===== src/logic/pgc_pkg.sv =====
package pgc_pkg;
    // ****************************************************************
    // register map
    // ****************************************************************
    localparam logic [11:0] OFS_PM_CAP  = 12'h050;
    localparam logic [11:0] OFS_PM_CSR  = 12'h054;
    localparam logic [11:0] OFS_GLOBAL  = 12'h17c;
    localparam int          PORT_LSB    = 12;
    localparam int          PORTS       = 8;
    localparam int          LEGACY_PORT = 0;
    // ****************************************************************
    // global control fields
    // ****************************************************************
    localparam int TMO_LSB  = 18;
    localparam int RSV17    = 17;
    localparam int THR_BIT  = 16;
    localparam int DMA_LSB  = 13;
    localparam int IOU0_LSB = 10;
    localparam int IOU1_LSB = 7;
    localparam int RSV_LSB  = 4;
    localparam int XQ_BIT   = 3;
    localparam int EDD_BIT  = 2;
    localparam int TOFF_BIT = 1;
    localparam int TACK_BIT = 0;
    localparam logic [13:0] TMO_RST  = 14'h3fff;
    localparam logic [2:0]  DMA_RST  = 3'h2;
    localparam logic [2:0]  IOU0_RST = 3'h3;
    localparam logic [2:0]  IOU1_RST = 3'h4;
    localparam logic [2:0]  RSV_RST  = 3'h1;
    localparam logic        EDD_RST  = 1'b1;
    localparam logic [2:0]  W2       = 3'h2;
    localparam logic [2:0]  W3       = 3'h3;
    localparam logic [2:0]  W4       = 3'h4;
    localparam logic [5:0]  ENTRIES_FULL = 6'h30;
    localparam logic [5:0]  ENTRIES_THR  = 6'h29;
    // ****************************************************************
    // power management fields
    // ****************************************************************
    localparam logic [4:0] PME_SUPPORT = 5'h19;
    localparam logic [2:0] PM_VER      = 3'h2;
    localparam logic [7:0] NEXT_PTR    = 8'h58;
    localparam logic [7:0] CAP_ID      = 8'h01;
    localparam logic [31:0] PM_CAP_WORD = {PME_SUPPORT, 2'h0, 3'h0, 3'h0,
                                           PM_VER, NEXT_PTR, CAP_ID};
    localparam int WKS_BIT = 15;
    localparam int WKE_BIT = 8;
    localparam logic [1:0] PS_D0    = 2'h0;
    localparam logic [1:0] PS_D1    = 2'h1;
    localparam logic [1:0] PS_D2    = 2'h2;
    // ****************************************************************
    // timing
    // ****************************************************************
    localparam int CLK_PERIOD_PS = 25000;
    localparam int BASE_NS       = 1536;
    localparam int BASE_CYC      = (BASE_NS * 1000 + CLK_PERIOD_PS - 1)
                                   / CLK_PERIOD_PS;
    localparam int ROLL_BASES    = 6;

    typedef enum logic [1:0] {
        TO_IDLE = 2'b00,
        TO_SEND = 2'b01,
        TO_WAIT = 2'b11
    } pgc_toff_e;

    // reserved codes fall back to the field default
    function automatic logic [2:0] pgc_weight(input logic [2:0] code,
                                              input logic [2:0] dflt,
                                              input logic       three_ok);
        if (code == W2 || code == W4 || (three_ok && code == W3)) begin
            return code;
        end
        return dflt;
    endfunction : pgc_weight

    // {reads, writes} per port; port 1 has no root port
    function automatic logic [5:0] pgc_alloc(input int p, input logic thr);
        logic [2:0] rd;
        logic [2:0] wr;
        rd = (p == 2 || p == 3) ? 3'h4 : 3'h3;
        wr = thr ? rd - 3'h1 : rd;
        if (p == 1) begin
            return 6'h0;
        end
        return {rd, wr};
    endfunction : pgc_alloc
endpackage : pgc_pkg


===== src/logic/pgc_link_if.sv =====
`timescale 1ns/100ps
interface pgc_link_if;
    logic [7:0] turn_off;
    logic [7:0] turn_off_ack;
    logic       sleep_request_message;
    logic       sleep_acknowledge_message;

    modport root (
        output turn_off,
        output sleep_request_message,
        input  turn_off_ack,
        input  sleep_acknowledge_message
    );
    modport port (
        input  turn_off,
        input  sleep_request_message,
        output turn_off_ack,
        output sleep_acknowledge_message
    );
endinterface : pgc_link_if


===== src/logic/pgc_root.sv =====
`timescale 1ns/100ps
// Overview of operation
// [RULE1] 14-bit completion timeout, free timer, 3-bit rollover
// [RULE2] one timeout step lasts about 9.2-10.8 us
// [RULE3] software keeps timeout field at most 0x744
// [RULE4] throttle bit caps inbound entries at 41
// [RULE5] throttled allotment: 3R+2W, ports 2,3 4R+3W
// [RULE6] dma weight field sets successive cacheline requests
// [RULE7] first io unit weight field, default three
// [RULE8] second io unit weight field, default four
// [RULE9] bit 3 removes extra read completion queues
// [RULE10] bit 2 enables early data done, reset one
// [RULE11] turn-off bit broadcasts, hardware clears when sent
// [RULE12] ack status set after all enabled ports ack; code waits only for enabled ports other than the legacy port
// [RULE13] ack on legacy hub link port is aborted
// [RULE14] legacy port uses sleep request/acknowledge instead
// [RULE15] wake support field reads 11001
// [RULE16] first and second sleep state support read zero
// [RULE17] capability id 01, version 010, next 58
// [RULE18] wake status sticky, write one clears, never set
// [RULE19] wake enable sticky writable, no effect
// [RULE20] power state: D1 or D2 writes become D0
// [RULE21] D3hot behaves exactly like D0
// [RULE22] data byte and scaling fields read zero
// [RULE23] elapsed steps reaching limit flag completion timeout
module pgc_root #(
    parameter int BASE_CYC   = pgc_pkg::BASE_CYC,
    parameter int ROLL_BASES = pgc_pkg::ROLL_BASES
) (
    input  wire logic        pclk,
    input  wire logic        presetn,
    input  wire logic        aux_resetn,
    input  wire logic        psel,
    input  wire logic        penable,
    input  wire logic        pwrite,
    input  wire logic [15:0] paddr,
    input  wire logic [31:0] pwdata,
    output logic [31:0]      prdata,
    output logic             pready,
    output logic             pslverr,
    pgc_link_if.root         link,
    input  wire logic [7:0]  port_enable,
    input  wire logic        np_issue,
    input  wire logic        np_done,
    output logic             np_pending,
    output logic             np_timeout,
    output logic [5:0]       inbound_entry_limit,
    output logic [47:0]      port_entry_alloc,
    output logic [2:0]       dma_request_weight,
    output logic [2:0]       first_io_unit_request_weight,
    output logic [2:0]       second_io_unit_request_weight,
    output logic             extra_read_queue_en,
    output logic             early_data_done_enable,
    output logic [15:0]      power_state,
    output logic             legacy_ack_abort,
    output logic             legacy_sleep_done
);
    import pgc_pkg::*;

    // ********************
    // register storage
    // ********************
    logic [13:0] tmo_ff;
    logic        rsv17_ff;
    logic        thr_ff;
    logic [2:0]  dma_ff;
    logic [2:0]  iou0_ff;
    logic [2:0]  iou1_ff;
    logic [2:0]  rsv_ff;
    logic        xq_dis_ff;
    logic        edd_ff;
    logic        toff_req_ff;
    logic        tack_ff;
    logic [15:0] ps_ff;
    logic [7:0]  wake_en_ff;
    logic [7:0]  wake_sts_ff;

    // ********************
    // apb decode, one wait state so read data comes from a flop
    // ********************
    logic        resp_ff;
    logic        slverr_ff;
    logic [31:0] rdata_ff;
    wire  [2:0]  psel_port = paddr[PORT_LSB +: 3];
    wire  [11:0] ofs       = paddr[11:0];
    wire         hit_cap   = (ofs == OFS_PM_CAP);
    wire         hit_csr   = (ofs == OFS_PM_CSR);
    wire         hit_glb   = (ofs == OFS_GLOBAL);
    wire         mapped    = hit_cap | hit_csr | hit_glb;
    wire         access    = psel & penable;
    wire         wr_fire   = access & resp_ff & pwrite & mapped;
    wire         wr_glb    = wr_fire & hit_glb;
    wire         wr_csr    = wr_fire & hit_csr;
    wire  [1:0]  wr_ps     = pwdata[1:0];
    wire  [1:0]  ps_new    = (wr_ps == PS_D1 || wr_ps == PS_D2) ?
                             PS_D0 : wr_ps; // [RULE20]
    wire  [7:0]  port_bit  = 8'h1 << psel_port;

    wire [31:0] glb_word = {tmo_ff, rsv17_ff, thr_ff, dma_ff, iou0_ff,
                            iou1_ff, rsv_ff, xq_dis_ff, edd_ff,
                            toff_req_ff, tack_ff};
    // data, scaling and selector read zero [RULE22]
    wire [31:0] csr_word = {16'h0, wake_sts_ff[psel_port], 6'h0,
                            wake_en_ff[psel_port], 6'h0,
                            ps_ff[psel_port*2 +: 2]};
    // capability word is constant [RULE15] [RULE16] [RULE17]
    wire [31:0] rd_word  = hit_glb ? glb_word :
                           hit_csr ? csr_word :
                           hit_cap ? PM_CAP_WORD : 32'h0;

    always_ff @(posedge pclk or negedge presetn) begin
        if (!presetn) begin
            resp_ff   <= 1'b0;
            slverr_ff <= 1'b0;
            rdata_ff  <= 32'h0;
        end else begin
            resp_ff <= access & ~resp_ff;
            if (access & ~resp_ff) begin
                slverr_ff <= ~mapped;
                rdata_ff  <= pwrite ? 32'h0 : rd_word;
            end
        end
    end

    assign pready  = resp_ff;
    assign pslverr = resp_ff & slverr_ff;
    assign prdata  = rdata_ff;

    // ********************
    // turn-off broadcast and acknowledge collection
    // ********************
    pgc_toff_e  state_ff;
    logic [7:0] targets_ff;
    logic [7:0] seen_ff;
    logic [7:0] toff_out_ff;
    logic       sleep_req_ff;
    logic       abort_ff;
    logic       sleep_done_ff;
    wire  [7:0] legacy_mask = 8'h1 << LEGACY_PORT;
    wire  [7:0] nxt_targets = port_enable & ~legacy_mask; // [RULE14]
    wire  [7:0] ack_in      = link.turn_off_ack & ~legacy_mask; // [RULE13]
    wire  [7:0] nxt_seen    = seen_ff | (ack_in & targets_ff);
    wire        send        = (state_ff == TO_SEND);
    wire        all_acked   = (state_ff == TO_WAIT) &&
                              (nxt_seen == targets_ff); // [RULE12]

    always_ff @(posedge pclk or negedge presetn) begin
        if (!presetn) begin
            state_ff      <= TO_IDLE;
            targets_ff    <= 8'h0;
            seen_ff       <= 8'h0;
            toff_out_ff   <= 8'h0;
            sleep_req_ff  <= 1'b0;
            abort_ff      <= 1'b0;
            sleep_done_ff <= 1'b0;
        end else begin
            toff_out_ff   <= send ? targets_ff : 8'h0; // [RULE11]
            sleep_req_ff  <= send & port_enable[LEGACY_PORT]; // [RULE14]
            abort_ff      <= link.turn_off_ack[LEGACY_PORT]; // [RULE13]
            sleep_done_ff <= link.sleep_acknowledge_message; // [RULE14]
            case (state_ff)
                TO_IDLE: begin
                    if (toff_req_ff) begin
                        state_ff   <= TO_SEND;
                        targets_ff <= nxt_targets;
                    end
                end
                TO_SEND: begin
                    seen_ff  <= 8'h0;
                    state_ff <= (targets_ff == 8'h0) ? TO_IDLE : TO_WAIT;
                end
                TO_WAIT: begin
                    seen_ff <= nxt_seen;
                    if (all_acked) begin
                        state_ff <= TO_IDLE;
                    end
                end
                default: state_ff <= TO_IDLE;
            endcase
        end
    end

    assign link.turn_off              = toff_out_ff;
    assign link.sleep_request_message = sleep_req_ff;

    // ********************
    // ordinary control fields
    // ********************
    always_ff @(posedge pclk or negedge presetn) begin
        if (!presetn) begin
            tmo_ff    <= TMO_RST;
            rsv17_ff  <= 1'b0;
            thr_ff    <= 1'b0;
            dma_ff    <= DMA_RST;
            iou0_ff   <= IOU0_RST;
            iou1_ff   <= IOU1_RST;
            rsv_ff    <= RSV_RST;
            xq_dis_ff <= 1'b0;
            edd_ff    <= EDD_RST; // [RULE10]
            tack_ff   <= 1'b0;
            ps_ff     <= 16'h0;
        end else begin
            if (wr_glb) begin
                tmo_ff    <= pwdata[TMO_LSB +: 14];
                rsv17_ff  <= pwdata[RSV17];
                thr_ff    <= pwdata[THR_BIT];
                dma_ff    <= pwdata[DMA_LSB +: 3];
                iou0_ff   <= pwdata[IOU0_LSB +: 3];
                iou1_ff   <= pwdata[IOU1_LSB +: 3];
                rsv_ff    <= pwdata[RSV_LSB +: 3];
                xq_dis_ff <= pwdata[XQ_BIT];
                edd_ff    <= pwdata[EDD_BIT];
            end
            // a late ack wins over the software clear [RULE12]
            tack_ff <= all_acked |
                       (tack_ff & ~(wr_glb & pwdata[TACK_BIT]));
            if (wr_csr) begin
                ps_ff[psel_port*2 +: 2] <= ps_new; // [RULE20] [RULE21]
            end
        end
    end

    // ********************
    // sticky fields, kept across ordinary reset
    // ********************
    always_ff @(posedge pclk or negedge aux_resetn) begin
        if (!aux_resetn) begin
            toff_req_ff <= 1'b0;
            wake_en_ff  <= 8'h0;
            wake_sts_ff <= 8'h0;
        end else begin
            if (wr_glb & pwdata[TOFF_BIT]) begin
                toff_req_ff <= 1'b1;
            end else if (send) begin
                toff_req_ff <= 1'b0; // [RULE11]
            end
            if (wr_csr) begin
                wake_en_ff[psel_port] <= pwdata[WKE_BIT]; // [RULE19]
                wake_sts_ff <= wake_sts_ff &
                               ~(port_bit & {8{pwdata[WKS_BIT]}}); // [RULE18]
            end
        end
    end

    // ********************
    // completion timeout
    // ********************
    logic        incr;
    logic        busy_ff;
    logic [13:0] elapsed_ff;
    logic        tmo_hit_ff;
    wire         expired = busy_ff && (elapsed_ff >= tmo_ff); // [RULE23]

    pgc_tick_div #(
        .BASE_CYC   (BASE_CYC),
        .ROLL_BASES (ROLL_BASES)
    ) u_tick (
        .pclk    (pclk),
        .presetn (presetn),
        .incr    (incr)
    );

    // one request tracked at a time; issues arriving while it is busy are ignored
    always_ff @(posedge pclk or negedge presetn) begin
        if (!presetn) begin
            busy_ff    <= 1'b0;
            elapsed_ff <= 14'h0;
            tmo_hit_ff <= 1'b0;
        end else begin
            tmo_hit_ff <= expired; // [RULE23]
            if (!busy_ff) begin
                busy_ff    <= np_issue;
                elapsed_ff <= 14'h0;
            end else if (expired || np_done) begin
                busy_ff <= 1'b0;
            end else if (incr) begin
                elapsed_ff <= elapsed_ff + 14'h1; // [RULE1]
            end
        end
    end

    assign np_pending = busy_ff;
    assign np_timeout = tmo_hit_ff;

    // ********************
    // configuration outputs
    // ********************
    logic [47:0] nxt_alloc;
    logic [47:0] alloc_ff;
    logic [8:0]  weights_ff;

    always_comb begin
        nxt_alloc = 48'h0;
        for (int p = 0; p < PORTS; p++) begin
            nxt_alloc[p*6 +: 6] = pgc_alloc(p, thr_ff); // [RULE5]
        end
    end

    always_ff @(posedge pclk or negedge presetn) begin
        if (!presetn) begin
            alloc_ff   <= 48'h0;
            weights_ff <= {DMA_RST, IOU0_RST, IOU1_RST};
        end else begin
            alloc_ff   <= nxt_alloc;
            weights_ff <= {pgc_weight(dma_ff, DMA_RST, 1'b0),   // [RULE6]
                           pgc_weight(iou0_ff, IOU0_RST, 1'b1), // [RULE7]
                           pgc_weight(iou1_ff, IOU1_RST, 1'b0)}; // [RULE8]
        end
    end

    assign inbound_entry_limit = thr_ff ? ENTRIES_THR :
                                 ENTRIES_FULL; // [RULE4]
    assign port_entry_alloc              = alloc_ff;
    assign dma_request_weight            = weights_ff[8:6];
    assign first_io_unit_request_weight  = weights_ff[5:3];
    assign second_io_unit_request_weight = weights_ff[2:0];
    assign extra_read_queue_en           = ~xq_dis_ff; // [RULE9]
    assign early_data_done_enable        = edd_ff; // [RULE10]
    assign power_state                   = ps_ff;
    assign legacy_ack_abort              = abort_ff;
    assign legacy_sleep_done             = sleep_done_ff;
endmodule : pgc_root


===== src/logic/pgc_tick_div.sv =====
`timescale 1ns/100ps
module pgc_tick_div #(
    parameter int BASE_CYC   = 62,
    parameter int ROLL_BASES = 6
) (
    input  wire logic pclk,
    input  wire logic presetn,
    output logic      incr
);
    import pgc_pkg::*;

    logic [11:0] base_ff;
    logic [2:0]  roll_ff;
    logic        incr_ff;
    wire         base_end = (base_ff == 12'(BASE_CYC - 1));
    wire         roll_end = (roll_ff == 3'(ROLL_BASES - 1));

    // free running: a fresh request sees its first step early [RULE1]
    always_ff @(posedge pclk or negedge presetn) begin
        if (!presetn) begin
            base_ff <= 12'h0;
            roll_ff <= 3'h0;
            incr_ff <= 1'b0;
        end else begin
            base_ff <= base_end ? 12'h0 : base_ff + 12'h1;
            if (base_end) begin
                roll_ff <= roll_end ? 3'h0 : roll_ff + 3'h1; // [RULE1]
            end
            incr_ff <= base_end & roll_end; // [RULE2]
        end
    end

    assign incr = incr_ff;
endmodule : pgc_tick_div

===== src/flat_wrapper.sv =====
// flat-port wrapper written by rule: the top's interface ports become plain ports
module pgc_root_flat import pgc_pkg::*;
#(
    parameter int BASE_CYC   = pgc_pkg::BASE_CYC,
    parameter int ROLL_BASES = pgc_pkg::ROLL_BASES
)
  (pclk, presetn, aux_resetn, psel, penable, pwrite, paddr, pwdata, prdata, pready, pslverr, port_enable, np_issue, np_done, np_pending, np_timeout, inbound_entry_limit, port_entry_alloc, dma_request_weight, first_io_unit_request_weight, second_io_unit_request_weight, extra_read_queue_en, early_data_done_enable, power_state, legacy_ack_abort, legacy_sleep_done, link_turn_off, link_sleep_request_message, link_turn_off_ack, link_sleep_acknowledge_message);
  pgc_link_if link_i ();
  input  wire logic pclk;
  input  wire logic presetn;
  input  wire logic aux_resetn;
  input  wire logic psel;
  input  wire logic penable;
  input  wire logic pwrite;
  input  wire logic [15:0] paddr;
  input  wire logic [31:0] pwdata;
  output logic [31:0] prdata;
  output logic pready;
  output logic pslverr;
  input  wire logic [7:0] port_enable;
  input  wire logic np_issue;
  input  wire logic np_done;
  output logic np_pending;
  output logic np_timeout;
  output logic [5:0] inbound_entry_limit;
  output logic [47:0] port_entry_alloc;
  output logic [2:0] dma_request_weight;
  output logic [2:0] first_io_unit_request_weight;
  output logic [2:0] second_io_unit_request_weight;
  output logic extra_read_queue_en;
  output logic early_data_done_enable;
  output logic [15:0] power_state;
  output logic legacy_ack_abort;
  output logic legacy_sleep_done;
  output wire logic [$bits(link_i.turn_off)-1:0] link_turn_off;
  output wire logic [$bits(link_i.sleep_request_message)-1:0] link_sleep_request_message;
  input wire logic [$bits(link_i.turn_off_ack)-1:0] link_turn_off_ack;
  input wire logic [$bits(link_i.sleep_acknowledge_message)-1:0] link_sleep_acknowledge_message;
  assign link_turn_off = link_i.turn_off;
  assign link_sleep_request_message = link_i.sleep_request_message;
  assign link_i.turn_off_ack = link_turn_off_ack;
  assign link_i.sleep_acknowledge_message = link_sleep_acknowledge_message;
  pgc_root #(.BASE_CYC(BASE_CYC), .ROLL_BASES(ROLL_BASES)) u_core (.pclk(pclk), .presetn(presetn), .aux_resetn(aux_resetn), .psel(psel), .penable(penable), .pwrite(pwrite), .paddr(paddr), .pwdata(pwdata), .prdata(prdata), .pready(pready), .pslverr(pslverr), .link(link_i), .port_enable(port_enable), .np_issue(np_issue), .np_done(np_done), .np_pending(np_pending), .np_timeout(np_timeout), .inbound_entry_limit(inbound_entry_limit), .port_entry_alloc(port_entry_alloc), .dma_request_weight(dma_request_weight), .first_io_unit_request_weight(first_io_unit_request_weight), .second_io_unit_request_weight(second_io_unit_request_weight), .extra_read_queue_en(extra_read_queue_en), .early_data_done_enable(early_data_done_enable), .power_state(power_state), .legacy_ack_abort(legacy_ack_abort), .legacy_sleep_done(legacy_sleep_done));
endmodule

===== config.mk =====
export PLATFORM = sky130hd
export DESIGN_NAME = pgc_root_flat
export DESIGN_NICKNAME = d
export VERILOG_FILES = /design/src/logic/pgc_pkg.sv /design/src/logic/pgc_link_if.sv /design/src/logic/pgc_root.sv /design/src/logic/pgc_tick_div.sv /design/src/flat_wrapper.sv
export SDC_FILE = /design/constraint.sdc
export NUM_CORES = 1
export LEC_CHECK = 0
export BUFFER_PORTS_ARGS = -buffer_cell sky130_fd_sc_hd__buf_2
export CORE_AREA = 2 2 154 96
export DETAILED_ROUTE_END_ITERATION = 6
export DIE_AREA = 0 0 156 98
export PLACE_DENSITY = 0.85
export SYNTH_ARGS = -nofsm -noshare
export SYNTH_HDL_FRONTEND = slang
export SYNTH_SLANG_ARGS = --single-unit

===== constraint.sdc =====
create_clock -name pclk -period 3.7 [get_ports pclk]
set_input_delay 0.37 -clock pclk [delete_from_list [all_inputs] [get_ports pclk]]
set_output_delay 0.37 -clock pclk [all_outputs]
set_load 0.01 [all_outputs]

# ---- Word-level counts from Yosys, hierarchy flattened
# Index checks and enable logic that the tools add are counted.
dict set report totals {
  regBits 199
  inputBits 73
}
dict set report op_classes {
  n_addsub 4
  order_cmp 3
  n_eq_ne 21
  shifts 4
  mux 40
  n_bitwise 25
  reduce_logical 16
}
# op n
set ops {}
lappend ops {{two-way mux 32 bit} 4}
lappend ops {{two-way mux 14 bit} 3}
lappend ops {{negation 4 -> 34 bit} 1}
lappend ops {{variable shift 2 x 34 -> 16 bit (first input constant)} 1}
lappend ops {{variable part select 2 x 34 -> 16 bit} 1}
lappend ops {{bitwise AND 8 bit} 3}
lappend ops {{equality test 12 x 7 -> 1 bit (second input constant)} 2}
lappend ops {{two-way mux 3 bit} 8}
lappend ops {{bitwise mux 16 bit} 1}
lappend ops {{one-hot mux 8 bit (2 select lines)} 1}
lappend ops {{variable part select 16 x 5 -> 2 bit} 1}
lappend ops {{adder 14 x 1 -> 14 bit (second input constant)} 1}
lappend ops {{>= comparator 14 bit} 1}
lappend ops {{bitwise AND 1 bit} 13}
lappend ops {{adder 12 x 1 -> 12 bit (second input constant)} 1}
lappend ops {{equality test 12 x 6 -> 1 bit (second input constant)} 1}
lappend ops {{equality test 12 x 9 -> 1 bit (second input constant)} 1}
lappend ops {{equality test 3 x 2 -> 1 bit (second input constant)} 4}
lappend ops {{equality test 3 bit (second input constant)} 4}
lappend ops {{two-way mux 12 bit} 1}
lappend ops {{two-way mux 1 bit} 11}
lappend ops {{bitwise mux 8 bit} 1}
lappend ops {{equality test 8 bit} 1}
lappend ops {{logical NOT 8 bit} 1}
lappend ops {{other kinds (23)} 46}

# ---- Longest topological paths before layout
dict set report depth {
  word_depth 9
  depth_mapped 8
  ltp_nobuf 7
}

# ---- By module
# Synthesis repeated with hierarchy kept, for this count alone.
dict set report unflattened {
  hier_cells 706
  area_unflattened_um2 7927.6
}
# mod n_inst cells_per_inst area_each_um2
set modules_own_cells {}
lappend modules_own_cells {pgc_root 1 640 7163.1}
lappend modules_own_cells {pgc_tick_div 1 66 764.5}

# ---- Worst setup path before layout
# No wires, ideal clock.
dict set report synth_timing {
  kind {register to register}
  start {register u_core.tmo_ff[7]}
  end {register u_core.elapsed_ff[10]}
  setup_ps 79
  arrival_ps 2125
  required_time_ps 3621
  slack_ps 1496
  stages_incl_launch_ff 9
  path_buffers 1
  cell_sequence {dfstp_2 > inv_1 > ha_1 > a21oi_2 > o21ai_2 > a2111o_1 > buf_6 > nor4_2 > mux2i_1}
}
dict set report synth_between {
  elab_chain_cells 5
}
# element line_no
set synth_rtl {}
lappend synth_rtl {{start, declared} pgc_root.sv:63} ;# logic [13:0] tmo_ff;
lappend synth_rtl {{start signal, assigned} pgc_root.sv:204} ;# tmo_ff <= pwdata[TMO_LSB +: 14];
lappend synth_rtl {{>= comparator 14 bit} pgc_root.sv:252} ;# wire expired = busy_ff && (elapsed_ff >= tmo_ff);
lappend synth_rtl {{logical AND 1 bit} pgc_root.sv:252}
lappend synth_rtl {{logical OR 1 bit} pgc_root.sv:274} ;# end else if (expired || np_done) begin
lappend synth_rtl {{inequality test 2 bit (no line)} --}
lappend synth_rtl {{AND reduction 2 bit (no line)} --}
lappend synth_rtl {{end signal, assigned} pgc_root.sv:277} ;# elapsed_ff <= elapsed_ff + 14'h1;
lappend synth_rtl {{end, declared} pgc_root.sv:250} ;# logic [13:0] elapsed_ff;
# No other way between the ends.
# A chain may end at the register's enable or synchronous reset.

# ---- Final worst setup path
dict set report layout_timing {
  start {register u_core.tmo_ff[12]}
  end {register u_core.elapsed_ff[3]}
}
# Same word-level chain as after synthesis.

==> run summary <==
The area of the core came out at 14000 um2. For this run, design rule violations remaining after detail routing come to 0. The signal arrival time at the worst endpoint came out at 2.89 ns. Excluding fillers, the count of instances in the completed layout stands at 1050. In this run, CTS created clock tree buffers numbering 17. The share of final-layout standard cells stronger than drive strength 1 came out at 0.349. After global routing the overflow that remains totals 0. The pre-antenna-repair detailed-routing pass consisted of 5 iterations. The area enclosed by the die boundary came out at 15300 um2. The number of buffers and inverters on the critical path is 1. The latest clock arrival within the worst-skew pair came out at 0.41 ns. The clock drives 164 sinks.

After synthesis the netlist holds a flip-flop and latch count of 164. The detail route stage leaves a number of antenna-violating nets equal to 0. The fraction of the yosys area taken by sequential cells is 0.522. The number of gates resized after CTS came out at 0. The clock input transition at the sequential cells of the worst setup and hold paths is 0.07 ns. The number of buffers inserted by port buffering came out at 175.

The number of nets at the end of the flow is 952. The number of slew-limit violations in the final report came to 0. Traced cell by cell, the critical path runs through inv_1 -> ha_1 -> a21oi_1 -> a21boi_1 -> a2111o_1 -> nor4_1 -> mux2i_1. The worst setup path is launched from a register. The sum of routed wire length over all layers came out at 17.6 mm.

Setup repair after global routing left no endpoint under its margin. For the final routed database, the setup TNS stands at 0 ns. The number of different library cells used by synthesis comes to 65. The predominant post-synthesis flop cell is dfrtp_1. The cell count after placement is 1016. The total I/O pin count came out at 201. The routed wirelength normalized by instance count is 16.7 um. Routability-driven placement finished with a final weighted congestion of 0.902. The DRC violation total after the first TritonRoute iteration came out at 433. The via count normalized by instance count is 5.54.

The sort of element at the end of the critical path is a register. The relative max-transition margin came out at 0.336. The analysis attributes to cell leakage a power of 4.70 nW.

The slew at the pin closest to its max-slew limit is 0.993 ns. The warning count from the yosys run is 0. The clock root buffer is clkbuf_16. The floorplan has 34 rows. The final setup skew came out at 0.0120 ns. The HPWL after detailed placement is 12.6 mm. The proportion of synthesized flip-flops having asynchronous set or reset is 1.00. The classification of the worst-slack hold path is input pin to asynchronous set/reset pin. Along the worst path, the maximum fanout reaches 11. Leaving out fill and tap cells, the most frequent cell in the layout is buf_2. The first global-routing pass estimated 28.3 mm of wire. The post-route fraction of the period consumed by the critical path came out at 0.691. The overall die width came out at 156 um. The largest net degree at the start of global routing came out at 99.

The total number of vias came out at 5820. The number of global-route vias before repair is 5476. The buffer depth of the longest clock path came out at 2. Across the run, the number of max-cap violations was 0. The flow ran to the end, and the final reports show no timing, DRC or antenna violations. The die is 98 um tall. The post-route minimum period came out at 2.56 ns.

The count of flip-flops with a built-in enable after synthesis came out at 0. The peak supply drop is 0.289 mV. For this design, the slowest cell found on the critical path is a2111o_1.

For the worst setup path, the data required time is 4.03 ns. The final hold violation count is 0. The initial antenna violation count came out at 1. The clock tree from TritonCTS is built. The total number of H-tree levels is 4. The starting density of the core came out at 0.566.

Relative to the synthesized area, the layout overhead comes to 16.4%. For this run, the total global-route usage over all layers was measured as 0.236. Synthesis handed over a netlist of 711 instances. The largest delay contributor family on the critical path is compound AO/OA/AOI/OAI gates.

The final setup violation count came out at 0. In the layout the commonest cells are buf_2 (174), dfrtp_1 (140), nand2_1 (58). The critical path is of the register to register type. The biggest cell delay along the critical path is 0.64 ns. The post-synthesis cell area came out at 7920 um2. The average cell area after synthesis came out at 11.1 um2. Based on the critical path, the design can be clocked at up to 391 MHz. The power density over the cells is 427 nW/um2.
[cell families (layout without fill, tap and decap cells)]
logic type | count (synthesis) | count (layout) | share of synthesized area
other cells | 2 | 28 | 0.000949
simple gates | 221 | 221 | 0.153
xor+xnor | 12 | 12 | 0.0133
buf+inv | 119 | 252 | 0.0861
compound gates | 108 | 108 | 0.0991
mux | 62 | 62 | 0.0887
fa+ha+maj | 23 | 23 | 0.0363
flops | 164 | 164 | 0.522
[report_power, final]
part / switching [mW] / total (mW) / internal, mW / leakage (nW)
Sequential: 0.0811 / 1.95 / 1.87 / 2.12
Clock: 0.741 / 1.63 / 0.886 / 0.257
Combinational: 0.220 / 0.359 / 0.139 / 2.32
[final cells by class]
cell class | instances | area, um2
clock inverter | 13 | 97.6
timing repair buffer | 183 | 957
tap | 180 | 225
multi-input combinational | 453 | 3210
antenna | 1 | 2.50
fill | 1111 | 4780
inverter | 37 | 139
clock buffer | 19 | 443
sequential | 164 | 4130
[flip-flops by register name, indices dropped and copies added (netlist names), 7 cells and up]
signal and flops:
u_core.tmo_ff 14, u_core.weights_ff 9, u_core.prdata 32, u_core.wake_sts_ff 8, u_core.link.turn_off 7, u_core.targets_ff 7
u_core.power_state 12, u_core.elapsed_ff 14, u_core.seen_ff 7, u_core.wake_en_ff 8, u_core.u_tick.base_ff 12
[per-layer routing]
metal	track usage	routed length, um
met1	0.350	8410
met5	0	0
met2	0.358	7880
met3	0.0466	1120
met4	0.0649	170
[worst paths after layout]
path,from,to,slack (ns),cells past startpoint
max,u_core.tmo_ff[12],u_core.elapsed_ff[3],1.14,7
min,presetn,u_core.prdata[3],0.006,1
min in group pclk,link_turn_off_ack[0],u_core.legacy_ack_abort,0.06,1
min reg2reg,u_core.u_tick.base_ff[11],u_core.u_tick.base_ff[11],0.48,1
max reg2reg,u_core.tmo_ff[12],u_core.elapsed_ff[3],1.14,7
max in group asynchronous,presetn,u_core.tmo_ff[12],2.87,2
[metrics by stage]
step	setup slack, ns	hold slack [ns]	utilization	instance area (um2)	power [mW]
floorplan	1.50	0.0744	-	8010	2.19
global placement	1.24	0.318	0.619	8660	2.33
detailed placement	1.19	0.317	0.619	8660	2.34
CTS	1.13	0.0456	0.658	9210	3.96
global route	0.988	0.0430	0.658	9210	4.11
finish	1.14	0.00613	0.658	9210	3.94
[synth_stat cells, types with 12 or more instances]
cell type	number	area (um2)
a22o_1	26	228
dfrtp_1	140	3500
nor2_1	39	146
nand4_1	26	163
and2_1	12	75.1
ha_1	23	288
dfstp_2	24	631
nand2b_1	18	113
mux2i_1	15	150
mux2_2	42	473
buf_2	14	70.1
nand3_1	20	100
nand2_1	58	218
buf_4	56	420
inv_1	37	139
o21ai_0	27	135
[worst register-to-register path, delay by kind of cell, from the launching register on]
family	cells	cell delay [ns]
AOI/OAI and AO/OA	3	0.94
adders and majority gates	1	0.31
buffers and inverters	1	0.05
DFF	1	0.53
muxes	1	0.22
and+or+nand+nor	1	0.44
[timing repair]
| action | 4_1_cts | 5_1_grt |
|---|---|---|
| hold endpoints to repair | 17 | 0 |
| hold buffers | 1 | 0 |
| buffers inserted | 0 | 0 |
(Power assumes the default switching activity.)
